[src/logic/board_watchdog_consts.svh]
`ifndef BOARD_WATCHDOG_CONSTS_SVH
`define BOARD_WATCHDOG_CONSTS_SVH
`define REG_CTRL        8'h00
`define REG_KICK        8'h04
`define REG_STATUS      8'h08
`define REG_MASK        8'h0c
`define REG_STATE       8'h10
`define REG_IOBASE      8'h14
`define IO_RESOURCE     12'h280
`define CTRL_MODE_LSB   0
`define CTRL_TIME_LSB   2
`define CTRL_ROUTE_LSB  6
`define CTRL_FAILNMI    9
`define CTRL_BOOT       10
`define CTRL_RESET      32'h0000_0000
`define BASE_TIMEOUT_MS 125
`define CLK_MHZ         250
`define NMI_LEAD_US     1000
`define MAX_TIME_SEL    4'hb
`endif

[src/logic/board_watchdog_pkg.sv]
package board_watchdog_pkg;
  typedef enum logic [1:0] {MODE_OFF, MODE_NMI, MODE_RESET, MODE_CASCADE} wdMode_t;
  typedef enum logic [2:0] {ROUTE_OFF, ROUTE_WDOG, ROUTE_DERATE, ROUTE_ENUM,
                            ROUTE_FAIL} route_t;
  typedef enum logic [1:0] {ST_IDLE, ST_RUN, ST_LEAD, ST_FIRED} wdState_t;
  typedef struct packed {
    logic    bootArm;
    logic    failNmi;
    route_t  route;
    logic [3:0] timeSel;
    wdMode_t mode;
  } ctrl_t;
  typedef struct packed {
    logic derate;
    logic enumSig;
    logic fail;
  } psuIn_t;
endpackage

[src/logic/board_watchdog_routing.sv]
// Implementation choices: the AHB-Lite interface to the registers and the placing of the registers.
`timescale 1ns/1ns
`include "board_watchdog_consts.svh"
// What this block does
// Twelve timeouts, doubling from 125 ms to 256 s.
// Unretriggered running timer expires and takes action.
// Action modes: off, NMI, reset, cascade.
// Boot option starts timer before software runs.
// Route one chosen source to IRQ5 line.
// Fail input optionally raises NMI.
// Hot-swap board pulses enum on insert/remove.
// Cascade: NMI first, reset after a lead.
module board_watchdog_routing #(
  parameter int unsigned MS_CYCLES   = 250000,
  parameter int unsigned LEAD_CYCLES = `NMI_LEAD_US * `CLK_MHZ
) (
  input  wire logic                       core_clk,
  input  wire logic                       sys_rst,
  input  wire logic                       hsel,
  input  wire logic [7:0]                 haddr,
  input  wire logic [1:0]                 htrans,
  input  wire logic                       hwrite,
  input  wire logic [2:0]                 hsize,
  input  wire logic [31:0]                hwdata,
  input  wire logic                       hready,
  output logic      [31:0]                hrdata,
  output logic                            hreadyout,
  output logic                            hresp,
  input  wire board_watchdog_pkg::psuIn_t psuIn,
  input  wire logic                       bootStrap,
  output logic                            irq5,
  output logic                            nmiOut,
  output logic                            resetOut,
  output logic                            intOut
);
  import board_watchdog_pkg::*;
  localparam int unsigned MS_W = $clog2(MS_CYCLES + 1);

  ctrl_t            ctrl_ff;
  wdState_t         state_ff;
  logic [2:0]       status_ff;
  logic [2:0]       mask_ff;

  logic [7:0]       addr_ff;
  logic             wr_ff;
  logic             wrAccept;
  logic             rdAccept;
  logic             ctrlWr;
  logic             maskWr;
  logic             kick;
  logic [3:0]       timeSelWr;

  logic             timerRun;
  logic             msTick;
  logic [MS_W-1:0]  msCnt_ff;
  logic [31:0]      timeCnt_ff;
  logic [31:0]      limitMs;
  logic [31:0]      leadCnt_ff;
  logic             leadDone;
  logic             expired;
  logic             bootDone_ff;
  logic             bootArmReq;
  logic             wdogAlert;
  logic             nxt_nmi;
  logic             nxt_reset;
  logic             nxt_irq5;
  logic [2:0]       statusSet;
  logic [31:0]      nxt_rdata;
  logic [31:0]      rdata_ff;

  // The slave never stalls and never errors, so each transfer takes two cycles.
  assign hreadyout = 1'b1;
  assign hresp     = 1'b0;

  // Only single whole-word transfers are taken; other sizes are ignored.
  assign wrAccept = hready && hsel && htrans[1] && hwrite && (hsize == 3'h2);
  assign rdAccept = hready && hsel && htrans[1] && !hwrite && (hsize == 3'h2);

  // Address phase is latched so the data phase can complete in the following cycle.
  always_ff @(posedge core_clk) begin
    if (sys_rst) begin
      addr_ff <= 8'h00;
      wr_ff   <= 1'b0;
    end else if (hready) begin
      addr_ff <= haddr;
      wr_ff   <= wrAccept;
    end
  end

  assign kick   = wr_ff && (addr_ff == `REG_KICK);
  assign ctrlWr = wr_ff && (addr_ff == `REG_CTRL);
  assign maskWr = wr_ff && (addr_ff == `REG_MASK);

  // Settings beyond the longest timeout clamp to it rather than wrap to a short one.
  always_comb begin
    timeSelWr = hwdata[`CTRL_TIME_LSB +: 4];
    if (timeSelWr > `MAX_TIME_SEL) begin
      timeSelWr = `MAX_TIME_SEL;
    end
  end

  always_ff @(posedge core_clk) begin
    if (sys_rst) begin
      ctrl_ff <= ctrl_t'(11'(`CTRL_RESET));
    end else if (ctrlWr) begin
      ctrl_ff.mode    <= wdMode_t'(hwdata[`CTRL_MODE_LSB +: 2]);
      ctrl_ff.timeSel <= timeSelWr;
      ctrl_ff.route   <= route_t'(hwdata[`CTRL_ROUTE_LSB +: 3]);
      ctrl_ff.failNmi <= hwdata[`CTRL_FAILNMI];
      ctrl_ff.bootArm <= hwdata[`CTRL_BOOT];
    end
  end

  // Millisecond enable; 125 ms is the base so every setting is a whole multiple.
  assign timerRun = (state_ff == ST_RUN);

  always_ff @(posedge core_clk) begin
    if (sys_rst || !timerRun || kick) begin
      msCnt_ff <= MS_W'(0);
    end else if (msTick) begin
      msCnt_ff <= MS_W'(0);
    end else begin
      msCnt_ff <= msCnt_ff + MS_W'(1);
    end
  end
  assign msTick = (msCnt_ff == MS_W'(MS_CYCLES - 1));

  assign limitMs = 32'(`BASE_TIMEOUT_MS) << ctrl_ff.timeSel;
  assign expired = msTick && (timeCnt_ff + 32'h1 >= limitMs);

  // A kick clears both the fraction and the count, so the full timeout restarts.
  always_ff @(posedge core_clk) begin
    if (sys_rst || !timerRun || kick) begin
      timeCnt_ff <= 32'h0;
    end else if (msTick) begin
      timeCnt_ff <= timeCnt_ff + 32'h1;
    end
  end

  // The control register is cleared by reset, so the boot option comes from a strap pin.
  // It is sampled once after reset release.
  always_ff @(posedge core_clk) begin
    if (sys_rst) begin
      bootDone_ff <= 1'b0;
    end else begin
      bootDone_ff <= 1'b1;
    end
  end
  assign bootArmReq = !bootDone_ff && bootStrap;

  // The lead counter only runs in the lead state, so it restarts on every expiry.
  always_ff @(posedge core_clk) begin
    if (sys_rst || state_ff != ST_LEAD) begin
      leadCnt_ff <= 32'h0;
    end else begin
      leadCnt_ff <= leadCnt_ff + 32'h1;
    end
  end
  assign leadDone = (leadCnt_ff == 32'(LEAD_CYCLES - 1));

  // A kick with the mode off stops the timer; any other kick starts or retriggers it, but an expiry in the same cycle wins over it.
  always_ff @(posedge core_clk) begin
    if (sys_rst) begin
      state_ff <= ST_IDLE;
    end else begin
      case (state_ff)
        ST_IDLE: begin
          if (bootArmReq) begin
            state_ff <= ST_RUN;
          end else if (kick && ctrl_ff.mode != MODE_OFF) begin
            state_ff <= ST_RUN;
          end
        end
        ST_RUN: begin
          if (kick && ctrl_ff.mode == MODE_OFF) begin
            state_ff <= ST_IDLE;
          end else if (expired) begin
            if (ctrl_ff.mode == MODE_CASCADE) begin
              state_ff <= ST_LEAD;
            end else begin
              state_ff <= ST_FIRED;
            end
          end
        end
        ST_LEAD: begin
          if (kick && ctrl_ff.mode == MODE_OFF) begin
            state_ff <= ST_IDLE;
          end else if (kick) begin
            state_ff <= ST_RUN;
          end else if (leadDone) begin
            state_ff <= ST_FIRED;
          end
        end
        ST_FIRED: begin
          if (kick && ctrl_ff.mode == MODE_OFF) begin
            state_ff <= ST_IDLE;
          end else if (kick) begin
            state_ff <= ST_RUN;
          end
        end
        default: begin
          state_ff <= ST_IDLE;
        end
      endcase
    end
  end

  // The watchdog alert covers both the lead and the fired state.
  assign wdogAlert = (state_ff == ST_LEAD) || (state_ff == ST_FIRED);

  always_comb begin
    nxt_nmi = 1'b0;
    if (ctrl_ff.mode == MODE_NMI || ctrl_ff.mode == MODE_CASCADE) begin
      nxt_nmi = wdogAlert;
    end
    if (ctrl_ff.failNmi && psuIn.fail) begin
      nxt_nmi = 1'b1;
    end
  end

  always_comb begin
    nxt_reset = 1'b0;
    if (ctrl_ff.mode == MODE_RESET || ctrl_ff.mode == MODE_CASCADE) begin
      nxt_reset = (state_ff == ST_FIRED);
    end
  end

  // The routed line is only a selection; the status register sees expiry, fail and enum regardless, but not derate.
  always_comb begin
    case (ctrl_ff.route)
      ROUTE_WDOG:   nxt_irq5 = wdogAlert;
      ROUTE_DERATE: nxt_irq5 = psuIn.derate;
      ROUTE_ENUM:   nxt_irq5 = psuIn.enumSig;
      ROUTE_FAIL:   nxt_irq5 = psuIn.fail;
      default:      nxt_irq5 = 1'b0;
    endcase
  end

  // nmiOut, resetOut and irq5 are registered so a glitch on the mode field cannot pulse reset.
  always_ff @(posedge core_clk) begin
    if (sys_rst) begin
      nmiOut   <= 1'b0;
      resetOut <= 1'b0;
      irq5     <= 1'b0;
    end else begin
      nmiOut   <= nxt_nmi;
      resetOut <= nxt_reset;
      irq5     <= nxt_irq5;
    end
  end

  // Status bit 0 expiry, 1 fail, 2 enum; a new event beats the read clear.
  assign statusSet = {psuIn.enumSig, psuIn.fail, expired && timerRun};

  // A read clears status at the edge that captures its data, so no event slips between.
  for (genvar b = 0; b < 3; b++) begin : gStatus
    always_ff @(posedge core_clk) begin
      if (sys_rst) begin
        status_ff[b] <= 1'b0;
      end else if (statusSet[b]) begin
        status_ff[b] <= 1'b1;
      end else if (rdAccept && haddr == `REG_STATUS) begin
        status_ff[b] <= 1'b0;
      end
    end
  end

  // Mask bits follow the status layout; intOut is high while any set status bit has its mask bit set.
  always_ff @(posedge core_clk) begin
    if (sys_rst) begin
      mask_ff <= 3'h0;
    end else if (maskWr) begin
      mask_ff <= hwdata[2:0];
    end
  end

  assign intOut = |(status_ff & mask_ff);

  // Read data is picked at the address phase and stands from a flip-flop in the data phase.
  always_comb begin
    nxt_rdata = 32'h0;
    if (haddr == `REG_CTRL) begin
      nxt_rdata = {21'h0, ctrl_ff};
    end else if (haddr == `REG_STATUS) begin
      nxt_rdata = {29'h0, status_ff};
    end else if (haddr == `REG_MASK) begin
      nxt_rdata = {29'h0, mask_ff};
    end else if (haddr == `REG_STATE) begin
      nxt_rdata = {30'h0, state_ff};
    end else if (haddr == `REG_IOBASE) begin
      nxt_rdata = {20'h0, `IO_RESOURCE};
    end
  end

  always_ff @(posedge core_clk) begin
    if (sys_rst) begin
      rdata_ff <= 32'h0;
    end else if (rdAccept) begin
      rdata_ff <= nxt_rdata;
    end else if (hready) begin
      rdata_ff <= 32'h0;
    end
  end
  assign hrdata = rdata_ff;
endmodule

[config.mk]
export PLATFORM = sky130hd
export DESIGN_NAME = board_watchdog_routing
export DESIGN_NICKNAME = d
export VERILOG_FILES = /design/src/logic/board_watchdog_pkg.sv /design/src/logic/board_watchdog_routing.sv
export VERILOG_INCLUDE_DIRS = /design/src /design/src/logic
export SDC_FILE = /design/constraint.sdc
export NUM_CORES = 1
export LEC_CHECK = 0
export BUFFER_PORTS_ARGS = -buffer_cell sky130_fd_sc_hd__buf_2
export CAP_MARGIN = 20
export CORE_ASPECT_RATIO = 0.7
export CORE_UTILIZATION = 58
export DETAILED_ROUTE_END_ITERATION = 10
export PLACE_DENSITY = 0.81
export SYNTH_ARGS = -nofsm -noshare
export SYNTH_HDL_FRONTEND = slang
export SYNTH_SLANG_ARGS = --single-unit
[constraint.sdc]
create_clock -name core_clk -period 6.7 [get_ports core_clk]
set_input_delay 0.67 -clock core_clk [delete_from_list [all_inputs] [get_ports core_clk]]
set_output_delay 0.67 -clock core_clk [all_outputs]
set_load 0.02 [all_outputs]
After elaboration in Yosys (flattened, before gate mapping)
Cells that the tools add are included.
W data, S select, Z words.
- logic and storage cells: 117
- output and inout bits: 38
- bits in registers: 146
- input bits: 54
- shift-type cells: 1
- multiplexer cells: 27
- reduce and logical (&&, ||, !) cells: 38
- $lt $le $gt $ge: 2
- bitwise logic cells: 2
- equal/unequal tests: 24
- add/sub/neg operators: 3
- operators by type and width (cell ; count):
    $add A32 B1 Y32 const B ; 2
    $mux W32 ; 2
    $mux W10 ; 4
    $eq A32 B18 Y1 const B ; 1
    $ge A32 B32 Y1 ; 1
    $shl A7 B4 Y32 const A ; 1
    $eq A8 B4 Y1 const B ; 3
    $add A18 B1 Y18 const B ; 1
    $eq A18 B18 Y1 const B ; 1
    $mux W2 ; 9
    $eq A8 B5 Y1 const B ; 2
    $logic_and A1 B1 Y1 ; 16
    $logic_not A8 Y1 ; 2
    $mux W11 ; 1
    $reduce_bool A2 Y1 ; 5
    $eq A3 B2 Y1 const B ; 3
    $eq A2 B2 Y1 const B ; 4
    $eq A8 B3 Y1 const B ; 1
    $mux W1 ; 8
    $pmux W2 S4 ; 1
    $logic_or A1 B1 Y1 ; 6
    $ne A3 B3 Y1 const B ; 2
    $eq A2 B1 Y1 const B ; 2
    $gt A4 B4 Y1 const B ; 1
    other kinds (14) ; 18

Depth between registers and ports, before layout
Gate-level depths: netlist of the first run.
- word-level depth: 7
- depth in mapped cells: 15
- mapped depth without buffers: 14

Worst setup path after synthesis of the first run
OpenSTA, ideal clock, no wires.
- kind: reg-to-reg
- from: register timeCnt_ff[0]
- to: register state_ff[1]
- path buffers: 1
- library setup time: 140 ps
- clock period less this slack: 3292 ps
- required time: 6560 ps
- path slack: 3408 ps
- arrival time: 3151 ps
- cell stages (with the launch flop): 16
- cell sequence: dfxtp_1 ha_1 nand3_2 or3_1 buf_2 nor2_1 nand3_1 xnor2_1 ha_1 a21o_1 a21oi_1 o21ai_0 nor4_1 nand4_1 o311ai_1 a221oi_1
- word-level cells in the longest chain between the ends: 5
- ends and longest elaborated chain (item ; RTL line ; RTL):
    start: declaration ; board_watchdog_routing.sv:56 ; logic [31:0] timeCnt_ff;
    start signal: assignment ; board_watchdog_routing.sv:136 ; timeCnt_ff <= timeCnt_ff + 32'h1;
    $add A32 B1 Y32 ; board_watchdog_routing.sv:129 ; assign expired = msTick && (timeCnt_ff + 32'h1 >= limitMs);
    $ge A32 B32 Y1 ; board_watchdog_routing.sv:129 ;
    $logic_and A1 B1 Y1 ; board_watchdog_routing.sv:129 ;
    $ne A3 B1 Y1 (no line) ; n/a ;
    $reduce_and A4 Y1 (no line) ; n/a ;
    end signal: assignment ; board_watchdog_routing.sv:164 ; state_ff <= ST_IDLE;
    end signal: assignment ; board_watchdog_routing.sv:169 ; state_ff <= ST_RUN;
    end signal: assignment ; board_watchdog_routing.sv:171 ; state_ff <= ST_RUN;
    end: declaration ; board_watchdog_routing.sv:40 ; wdState_t state_ff;
Every way passes these cells.
A chain may end at the register's enable or synchronous reset.

Worst setup path in the final report of the first run
Ends and elaborated chain as after synthesis.

==> flow_results.org, run 1 <==
** Drt
- Number of vias per cell :: roughly 5.7
- The final route contains 5661 vias.
- Violation count after the first detailed-route iteration :: about 530
- For this run, the detailed router's first-pass iteration total came to 5.
- After detailed routing, the total wire length is 14.6 mm.
- In the final routed layout, each cell accounts on average for between 10 and 15 um.
- For this run, design rule violations remaining after detail routing come to 0.
- ANT nets after route :: 0

** Critical path
- Crit path required time :: between 6 and 7 ns
- The worst setup path is launched from a flip-flop.
- Peak fanout along the critical path :: 7
- The worst register-to-register path has a setup slack of ~2.7 ns.
- Critical path class :: reg2reg
- STA classifies the critical path endpoint as a flip-flop.
- STA puts the critical path data arrival time at around 4.3 ns.

** Global routing
- The number of antenna violations at the first check in global routing is 0.
- Entering global routing, the biggest net connects between 40 and 50 pins.
- For this run, the total global-route usage over all layers was measured as between 20% and 30%.
- The via count of the first global-routing pass is about 5400.
- Overflow left after global routing :: 0
- Wire length of the first global-routing pass :: between 20 and 25 mm

** Final layout
- Diode count :: 0
- Number of nets in the layout :: 908
- Leaving out fill and tap cells, the most frequent cell in the layout is nor2_1.
- At the end of the flow the core is filled with cells to between 60% and 70%.
- Relative to the synthesized area, the layout overhead comes to 12.2%.
- The post-route netlist has a little under an eighth of its cells at a drive strength greater than 1.
- Leaving out fill and tap cells, the most frequent cells in the layout are 140 x nor2_1, 125 x dfxtp_1, 53 x xor2_1, 53 x nand2_1, 46 x buf_2.

** Floorplanning
- The die covers roughly 12000 um^2.
- The initial utilization of the core area, before any placement, comes to approximately three fifths.
- The die is a little over 90 um tall.
- X dimension of the die :: approximately 130 um
- Num rows :: 32
- During I/O placement, the number of pins put on the boundary was a little over 90.
- Placeable core region :: between 10000 and 15000 um^2

** Synthesis
- Top post-synthesis cells by area :: dfxtp_1 37%, nor2_1 7.9%, xor2_1 6.9%, ha_1 4.7%, xnor2_1 4.5%
- After synthesis, the largest family of logic cells by area is simple AND/OR/NAND/NOR gates.
- Post-Syn Area per Cell :: between 8 and 9 um^2
- During synthesis, Yosys emitted a total of 0 warnings.
- Synthesized instance count :: approximately 800
- Post-synthesis mux area share :: under 10%
- Synth Flop Type :: dfxtp_1
- Counting flops and latches in the post-synthesis netlist gives between 100 and 150.
- After synthesis, the netlist uses 68 different library cells.
- Summing the areas of all and, or, nand and nor instances in the mapped netlist gives about 27% of the synthesized area.
- Asr flop ratio synth :: 0%
- Post-synthesis instance area :: between 6000 and 7000 um^2
- Area fraction of the dominant cell type after synthesis :: approximately 37%
- The synthesized netlist devotes 9.79% of its cell area to compound gates.
- Counting flops with a built-in enable in the synthesized netlist gives 0.
- Cell type contributing the most total cell area after synthesis :: dfxtp_1
- Synth Area in Adders :: around 4.8%
- Xor/xnor share of the synthesized area :: between 10% and 20%
- For this run, the register share of the synthesized area comes to between 30% and 40%.

** Clocking
- Buffers inserted during clock tree synthesis total 17.
- The clock reaches the later pin of the worst-skew pair after about 0.42 ns.
- Buffers inserted to repair hold after CTS numbered 0.
- Root buf cell :: clkbuf_16
- H-tree levels :: 4
- Clock-pin slew on the worst setup and hold paths :: ~0.06 ns
- Buffers added to address setup during post-CTS repair amount to 0.
- TritonCTS clock tree :: yes
- For this design, the sink count on the clock tree is 125.
- Buffer levels on the longest clock path :: 2
- Gates resized during post-CTS repair numbered 0.

** STA
- Setup repair after global routing left no endpoint under its margin.
- Total negative slack for setup checks :: 0 ns
- Timing-limited maximum frequency :: roughly 250 MHz
- Final-report setup violation count :: 0
- Final worst path period share :: roughly three fifths
- Rel. slew slack :: around 48%
- Time the worst path needs with I/O delays and setup :: between 4 and 5 ns
- On the final layout, the worst clock skew is 0.00601 ns.
- Worst-case setup margin in the final layout :: approximately 2.7 ns
- Total count of max-transition violations in the final report :: 0
- At the pin with the least slew margin, the transition time is around 0.77 ns.
- Hold violation count in the final report :: 0

** Placed design
- At the placement stage, the worst setup path has a slack of about 2.8 ns.
- GP Congestion :: about 0.84
- HPWL after detailed placement :: between 10 and 15 mm
- Count of input and output buffers :: 46

** Pwr
- Power Density :: between 200 and 250 nW/um^2
- Worst VDD drop :: 178 uV
- In this run the static leakage power is around 2.9 nW.
- Part of the total power dissipated in the clock network :: 54.4%
- Sw Share :: between 20% and 30%
- Cell internal power was estimated by the tool at about 1.4 mW.
- Fraction of power consumed by combinational cells :: under 10%
- Net switching power of the design :: roughly 0.37 mW
- In this run, flip-flops and latches consume between 40% and 50% of the power.

** Min path
- In this run the worst hold path is classified as reg2reg.

** Job
- The tool flagged a number of max-cap violations equal to 0.

** Run status
- The run finished with clean final reports.
[worst max-delay path: stages, from the launching register on]
cell	delay (ns)
dfxtp_1	0.43
ha_1	0.26
nand3_2	0.18
or3_1	0.58
nor2_1	0.26
nand3_1	0.15
xnor2_1	0.15
ha_1	0.33
a21o_1	0.17
a21oi_1	0.13
o21ai_0	0.08
nor4_1	0.21
nand4_1	0.15
o311ai_1	0.57
a221oi_1	0.20
[synthesized netlist by cell type, types with 21 or more instances]
library cell,number
or3_1,21
o21ai_0,24
dfxtp_1,125
ha_1,25
nand3_1,38
nand4_1,21
xnor2_1,34
clkbuf_1,32
nor2_1,140
buf_4,23
nand2_1,53
xor2_1,53
a21oi_1,37
mux2i_1,22
[path summary, 6_finish.rpt]
kind                      end     startpoint  cells past startpoint
hold reg to reg   msCnt_ff[0]    msCnt_ff[0]                      1
setup reg to reg  state_ff[1]  timeCnt_ff[0]                     14
setup / recovery  state_ff[1]  timeCnt_ff[0]                     14
hold / removal    msCnt_ff[0]    msCnt_ff[0]                      1
[stage by stage]
stage / instance area (um^2) / std cells / hold slack [ns] / power, mW
floorplan: 6760 / 822 / 0.426 / 0.811
global placement: 6880 / 962 / 0.436 / 0.815
detailed placement: 6890 / 963 / 0.452 / 0.817
CTS: 7500 / 995 / 0.465 / 1.77
global route: 7500 / 995 / 0.477 / 1.81
finish: 7500 / 995 / 0.464 / 1.76
[final cells by class]
| class | instances | area, um^2 |
|---|---|---|
| Multi-Input combinational cell | 619 | 3870 |
| Clock buffer | 21 | 440 |
| Sequential cell | 125 | 2500 |
| Timing Repair Buffer | 50 | 268 |
| Fill cell | 881 | 3630 |
| Tap cell | 153 | 191 |
| Inverter | 16 | 60.1 |
| Clock inverter | 11 | 168 |
[cells by family (layout without fill, tap and decap cells)]
| family | after synthesis | in the layout |
|---|---|---|
| flops | 125 | 125 |
| simple gates | 353 | 353 |
| fa+ha+maj | 26 | 26 |
| other cells | 2 | 23 |
| compound gates | 105 | 105 |
| mux | 25 | 25 |
| buf+inv | 78 | 98 |
| xor+xnor | 87 | 87 |
[power by group through the flow]
stage	Clock, mW	Sequential (mW)	Combinational (mW)
2_1_floorplan	0	0.767	0.0446
3_3_place_gp	0	0.769	0.0462
3_5_place_dp	0	0.769	0.0480
4_1_cts	0.964	0.753	0.0481
5_1_grt	0.998	0.753	0.0539
6_report	0.957	0.753	0.0486
[routing by layer]
layer,track usage [%],part of all wire [%],up-vias
li1,-,-,2801
met1,34.0,47,2704
met2,42.3,47,133
met3,5.89,4.2,23
met4,11.4,1.5,0
met5,0,0,-
[state kept, by name, summed over array words and instances, names as in the netlist]
register	count
mask_ff	3
status_ff	3
leadCnt_ff	32
hrdata	11
bootDone_ff	1
addr_ff	8
timeCnt_ff	32
wr_ff	1
state_ff	2
msCnt_ff	18
nmiOut	1
resetOut	1
irq5	1
ctrl_ff	11
No activity file was read; power rests on OpenSTA's default activity.
==> run 2: changes to the inputs <==
Settings changed: CORE_UTILIZATION 58 to 52, PLACE_DENSITY 0.81 to 0.77.
Clock period 6.7 ns to 3.5 ns, I/O delays scaled along.
==> flow_results.org, run 2 (synthesis gave the netlist of run 1 again) <==
** Drt
- Violation count after the first detailed-route iteration :: 392
- Average detailed-routed wire length per instance :: 13.7 um
- The routed layout has 5556 vias.
- Summed over all layers, the routed wires come to 13.9 mm.
- ANT nets after route :: 0
- After detailed routing, the number of remaining DRC violations is 0.
- The first detailed-routing pass took 5 iterations.
- In the routed layout, each cell is associated on average with a via count of approximately 5.4.

** Final layout
- In the final layout, the registers with the most flip-flops are leadCnt_ff: 32 flops, timeCnt_ff: 32 flops, msCnt_ff: 18 flops.
- The library cells used most frequently in the layout, excluding fill and tap cells, are 139 x nor2_1, 124 x dfxtp_1, 53 x xor2_1, 53 x nand2_1, 46 x buf_2.
- Most common library cell in the layout ignoring fill and taps :: nor2_1
- Combined area of the multi-input logic cells :: around 3900 um^2
- From synthesis to final layout, the design area changed by 13.6%.
- In the final layout, the share of cells above drive strength 1 is between 10% and 20%.
- The repair_antennas step left the layout with diodes totalling 0.
- Across the whole layout, storage elements account for approximately 2500 um^2.
- Cells fill between 60 and 70% of the core in the end.
- Number of nets in the layout :: 925
- Fill cells in the final layout number 1102.

** STA
- Slew at the pin closest to its max-slew limit :: ~0.69 ns
- Hold violation count in the final report :: 0
- Setup total negative slack on the finished layout was measured at 0 ns.
- On the final layout, the worst hold slack is ~0.19 ns.
- Setup repair after global routing missed its margin :: false
- Final-report setup violation count :: 0
- Final worst path period share :: a little over nine tenths
- Total count of max-transition violations in the final report :: 0
- Static timing analysis puts the maximum clock frequency at about 300 MHz.
- Final worst clock skew :: around 0.012 ns
- The worst path in the final design needs a cycle of 3.34 ns, including I/O delays and setup.
- Rel. slew slack :: between 50% and 60%

** Clocking
- Source-to-sink clock delay at the later pin of the worst-skew pair :: between 0.4 and 0.5 ns
- Clock-pin slew on the worst setup and hold paths :: approximately 0.060 ns
- Once the clock tree was built, the resizer swapped 0 gates to a different size.
- TritonCTS built the clock tree.
- After clock tree synthesis, the setup repair step added 0 buffers.
- Clock net sink count :: about 130
- The H-tree was split into 4 levels.
- The number of clock buffers added by TritonCTS is 17.
- The tree is rooted in a clkbuf_16.
- In this run the deepest clock path goes through 2 buffers.
- Count of hold-fix buffers inserted at cts :: 0

** Floorplanning
- Effective utilization at floorplan :: 53.6%
- The floorplan has 34 rows.
- X dimension of the die :: between 100 and 150 um
- between 90 and 100 I/O pins were placed.
- Placeable core region :: roughly 12000 um^2
- The die covers around 13000 um^2.
- In this run the vertical extent of the chip is around 97 um.

** Critical path
- For the worst setup path, the data required time is between 3 and 4 ns.
- Type of element capturing the critical path :: flip-flop
- Worst Path Arrival :: about 3.6 ns
- By startpoint and endpoint, the worst setup path is classified as reg2reg.
- Startpoint type of the worst setup path :: flip-flop
- Of all nets on the critical path, the largest fanout is 4.
- Setup slack on the worst flop-to-flop path :: 0.16 ns

** Pwr
- Power Density :: around 420 nW/um^2
- The analysis attributes to cell leakage a power of approximately 3 nW.
- Net switching power of the design :: a little under 0.7 mW
- The share of total power dissipated in the clock network is between 50% and 60%.
- Power comes to between 3 and 4 mW.
- VDD sags by at most 343 uV.
- Sw Share :: 21.5%
- Fraction of power consumed by combinational cells :: approximately 2.9%
- Per report_power, the sequential group accounts for between 40% and 50% of the total.
- Design internal power :: ~2.5 mW

** Run status
- The run finished with clean final reports.

** Global routing
- Entering global routing, the biggest net connects between 40 and 50 pins.
- Overflow left after global routing :: 0
- The via count of the first global-routing pass is 4927.
- The number of antenna violations at the first check in global routing came to 0.
- Across every metal layer, demand over resource in global routing totals a little over a fifth.
- Wire length of the first global-routing pass :: approximately 23 mm

** Job
- # Max-Cap Violations :: 0

** Placed design
- The congestion estimate from routability-driven global placement came to between 0.8 and 0.9.
- Count of input and output buffers :: between 40 and 50
- Once detailed placement completed, the half-perimeter wirelength came to about 9.4 mm.

** Min path
- Hold Path Class :: in2reg
==> run 2: cell count changes in the layout (fill, tap and decap cells not counted), moves of 2 or more <==
| cell | change |
|---|---|
| bufinv_16 | -2 |
| clkinv_2 | +2 |
| buf_4 | +18 |
| clkinv_4 | -2 |
| or3_1 | -2 |
| or3_4 | +2 |
==> run 2: through the flow <==
| step | area (um^2) | std cells | worst slack, ns |
|---|---|---|---|
| finish | 7600 | 1020 | 0.159 |
| global route | 7600 | 1020 | 0.00317 |
| detailed placement | 7020 | 989 | 0.0799 |
| floorplan | 6760 | 822 | 0.208 |
| global placement | 7020 | 989 | 0.164 |
| CTS | 7570 | 1020 | 0.0347 |
==> run 2: worst max-delay path, stage by stage (launching register included) <==
cell and delay (ns):
dfxtp_1 0.38, ha_2 0.23, nand3_2 0.11, or3_4 0.44
nor2_2 0.16, nand3_1 0.13, xnor2_1 0.16, ha_1 0.34
a21o_1 0.16, a21oi_1 0.12, o21ai_0 0.08, nor4_1 0.20
nand4_1 0.12, o311ai_1 0.31, buf_4 0.17, a221oi_1 0.07
==> run 2: area by class of cell <==
class	count	share of cell area [%]
clock buffer	23	6.03
clock inverter	8	1.22
inverter	16	0.791
multi-input combinational	619	51.2
sequential	125	33.0
tap	162	2.67
timing repair buffer	67	5.11
==> run 2: power by group through the flow <==
stage	Clock [mW]	Sequential (mW)	Combinational [mW]
detailed placement	0	1.47	0.0930
finish	1.67	1.44	0.0945
global placement	0	1.47	0.0927
global route	1.77	1.44	0.103
CTS	1.70	1.44	0.0941
floorplan	0	1.47	0.0854
==> run 2: layer usage <==
metal | track usage [%] | up-vias | wire length, um
met5 | 0 | - | 0
met4 | 4.90 | 0 | 91
met3 | 5.71 | 11 | 707
met2 | 30.7 | 145 | 5720
met1 | 33.0 | 2566 | 7410
li1 | - | 2834 | -
==> run 2: path summary, 6_finish.rpt <==
kind | startpoint | endpoint | cells past startpoint
max | timeCnt_ff[1] | state_ff[1] | 15
min | hwdata[7] | ctrl_ff[7] | 3
max reg2reg | timeCnt_ff[1] | state_ff[1] | 15
min reg2reg | leadCnt_ff[0] | leadCnt_ff[0] | 1
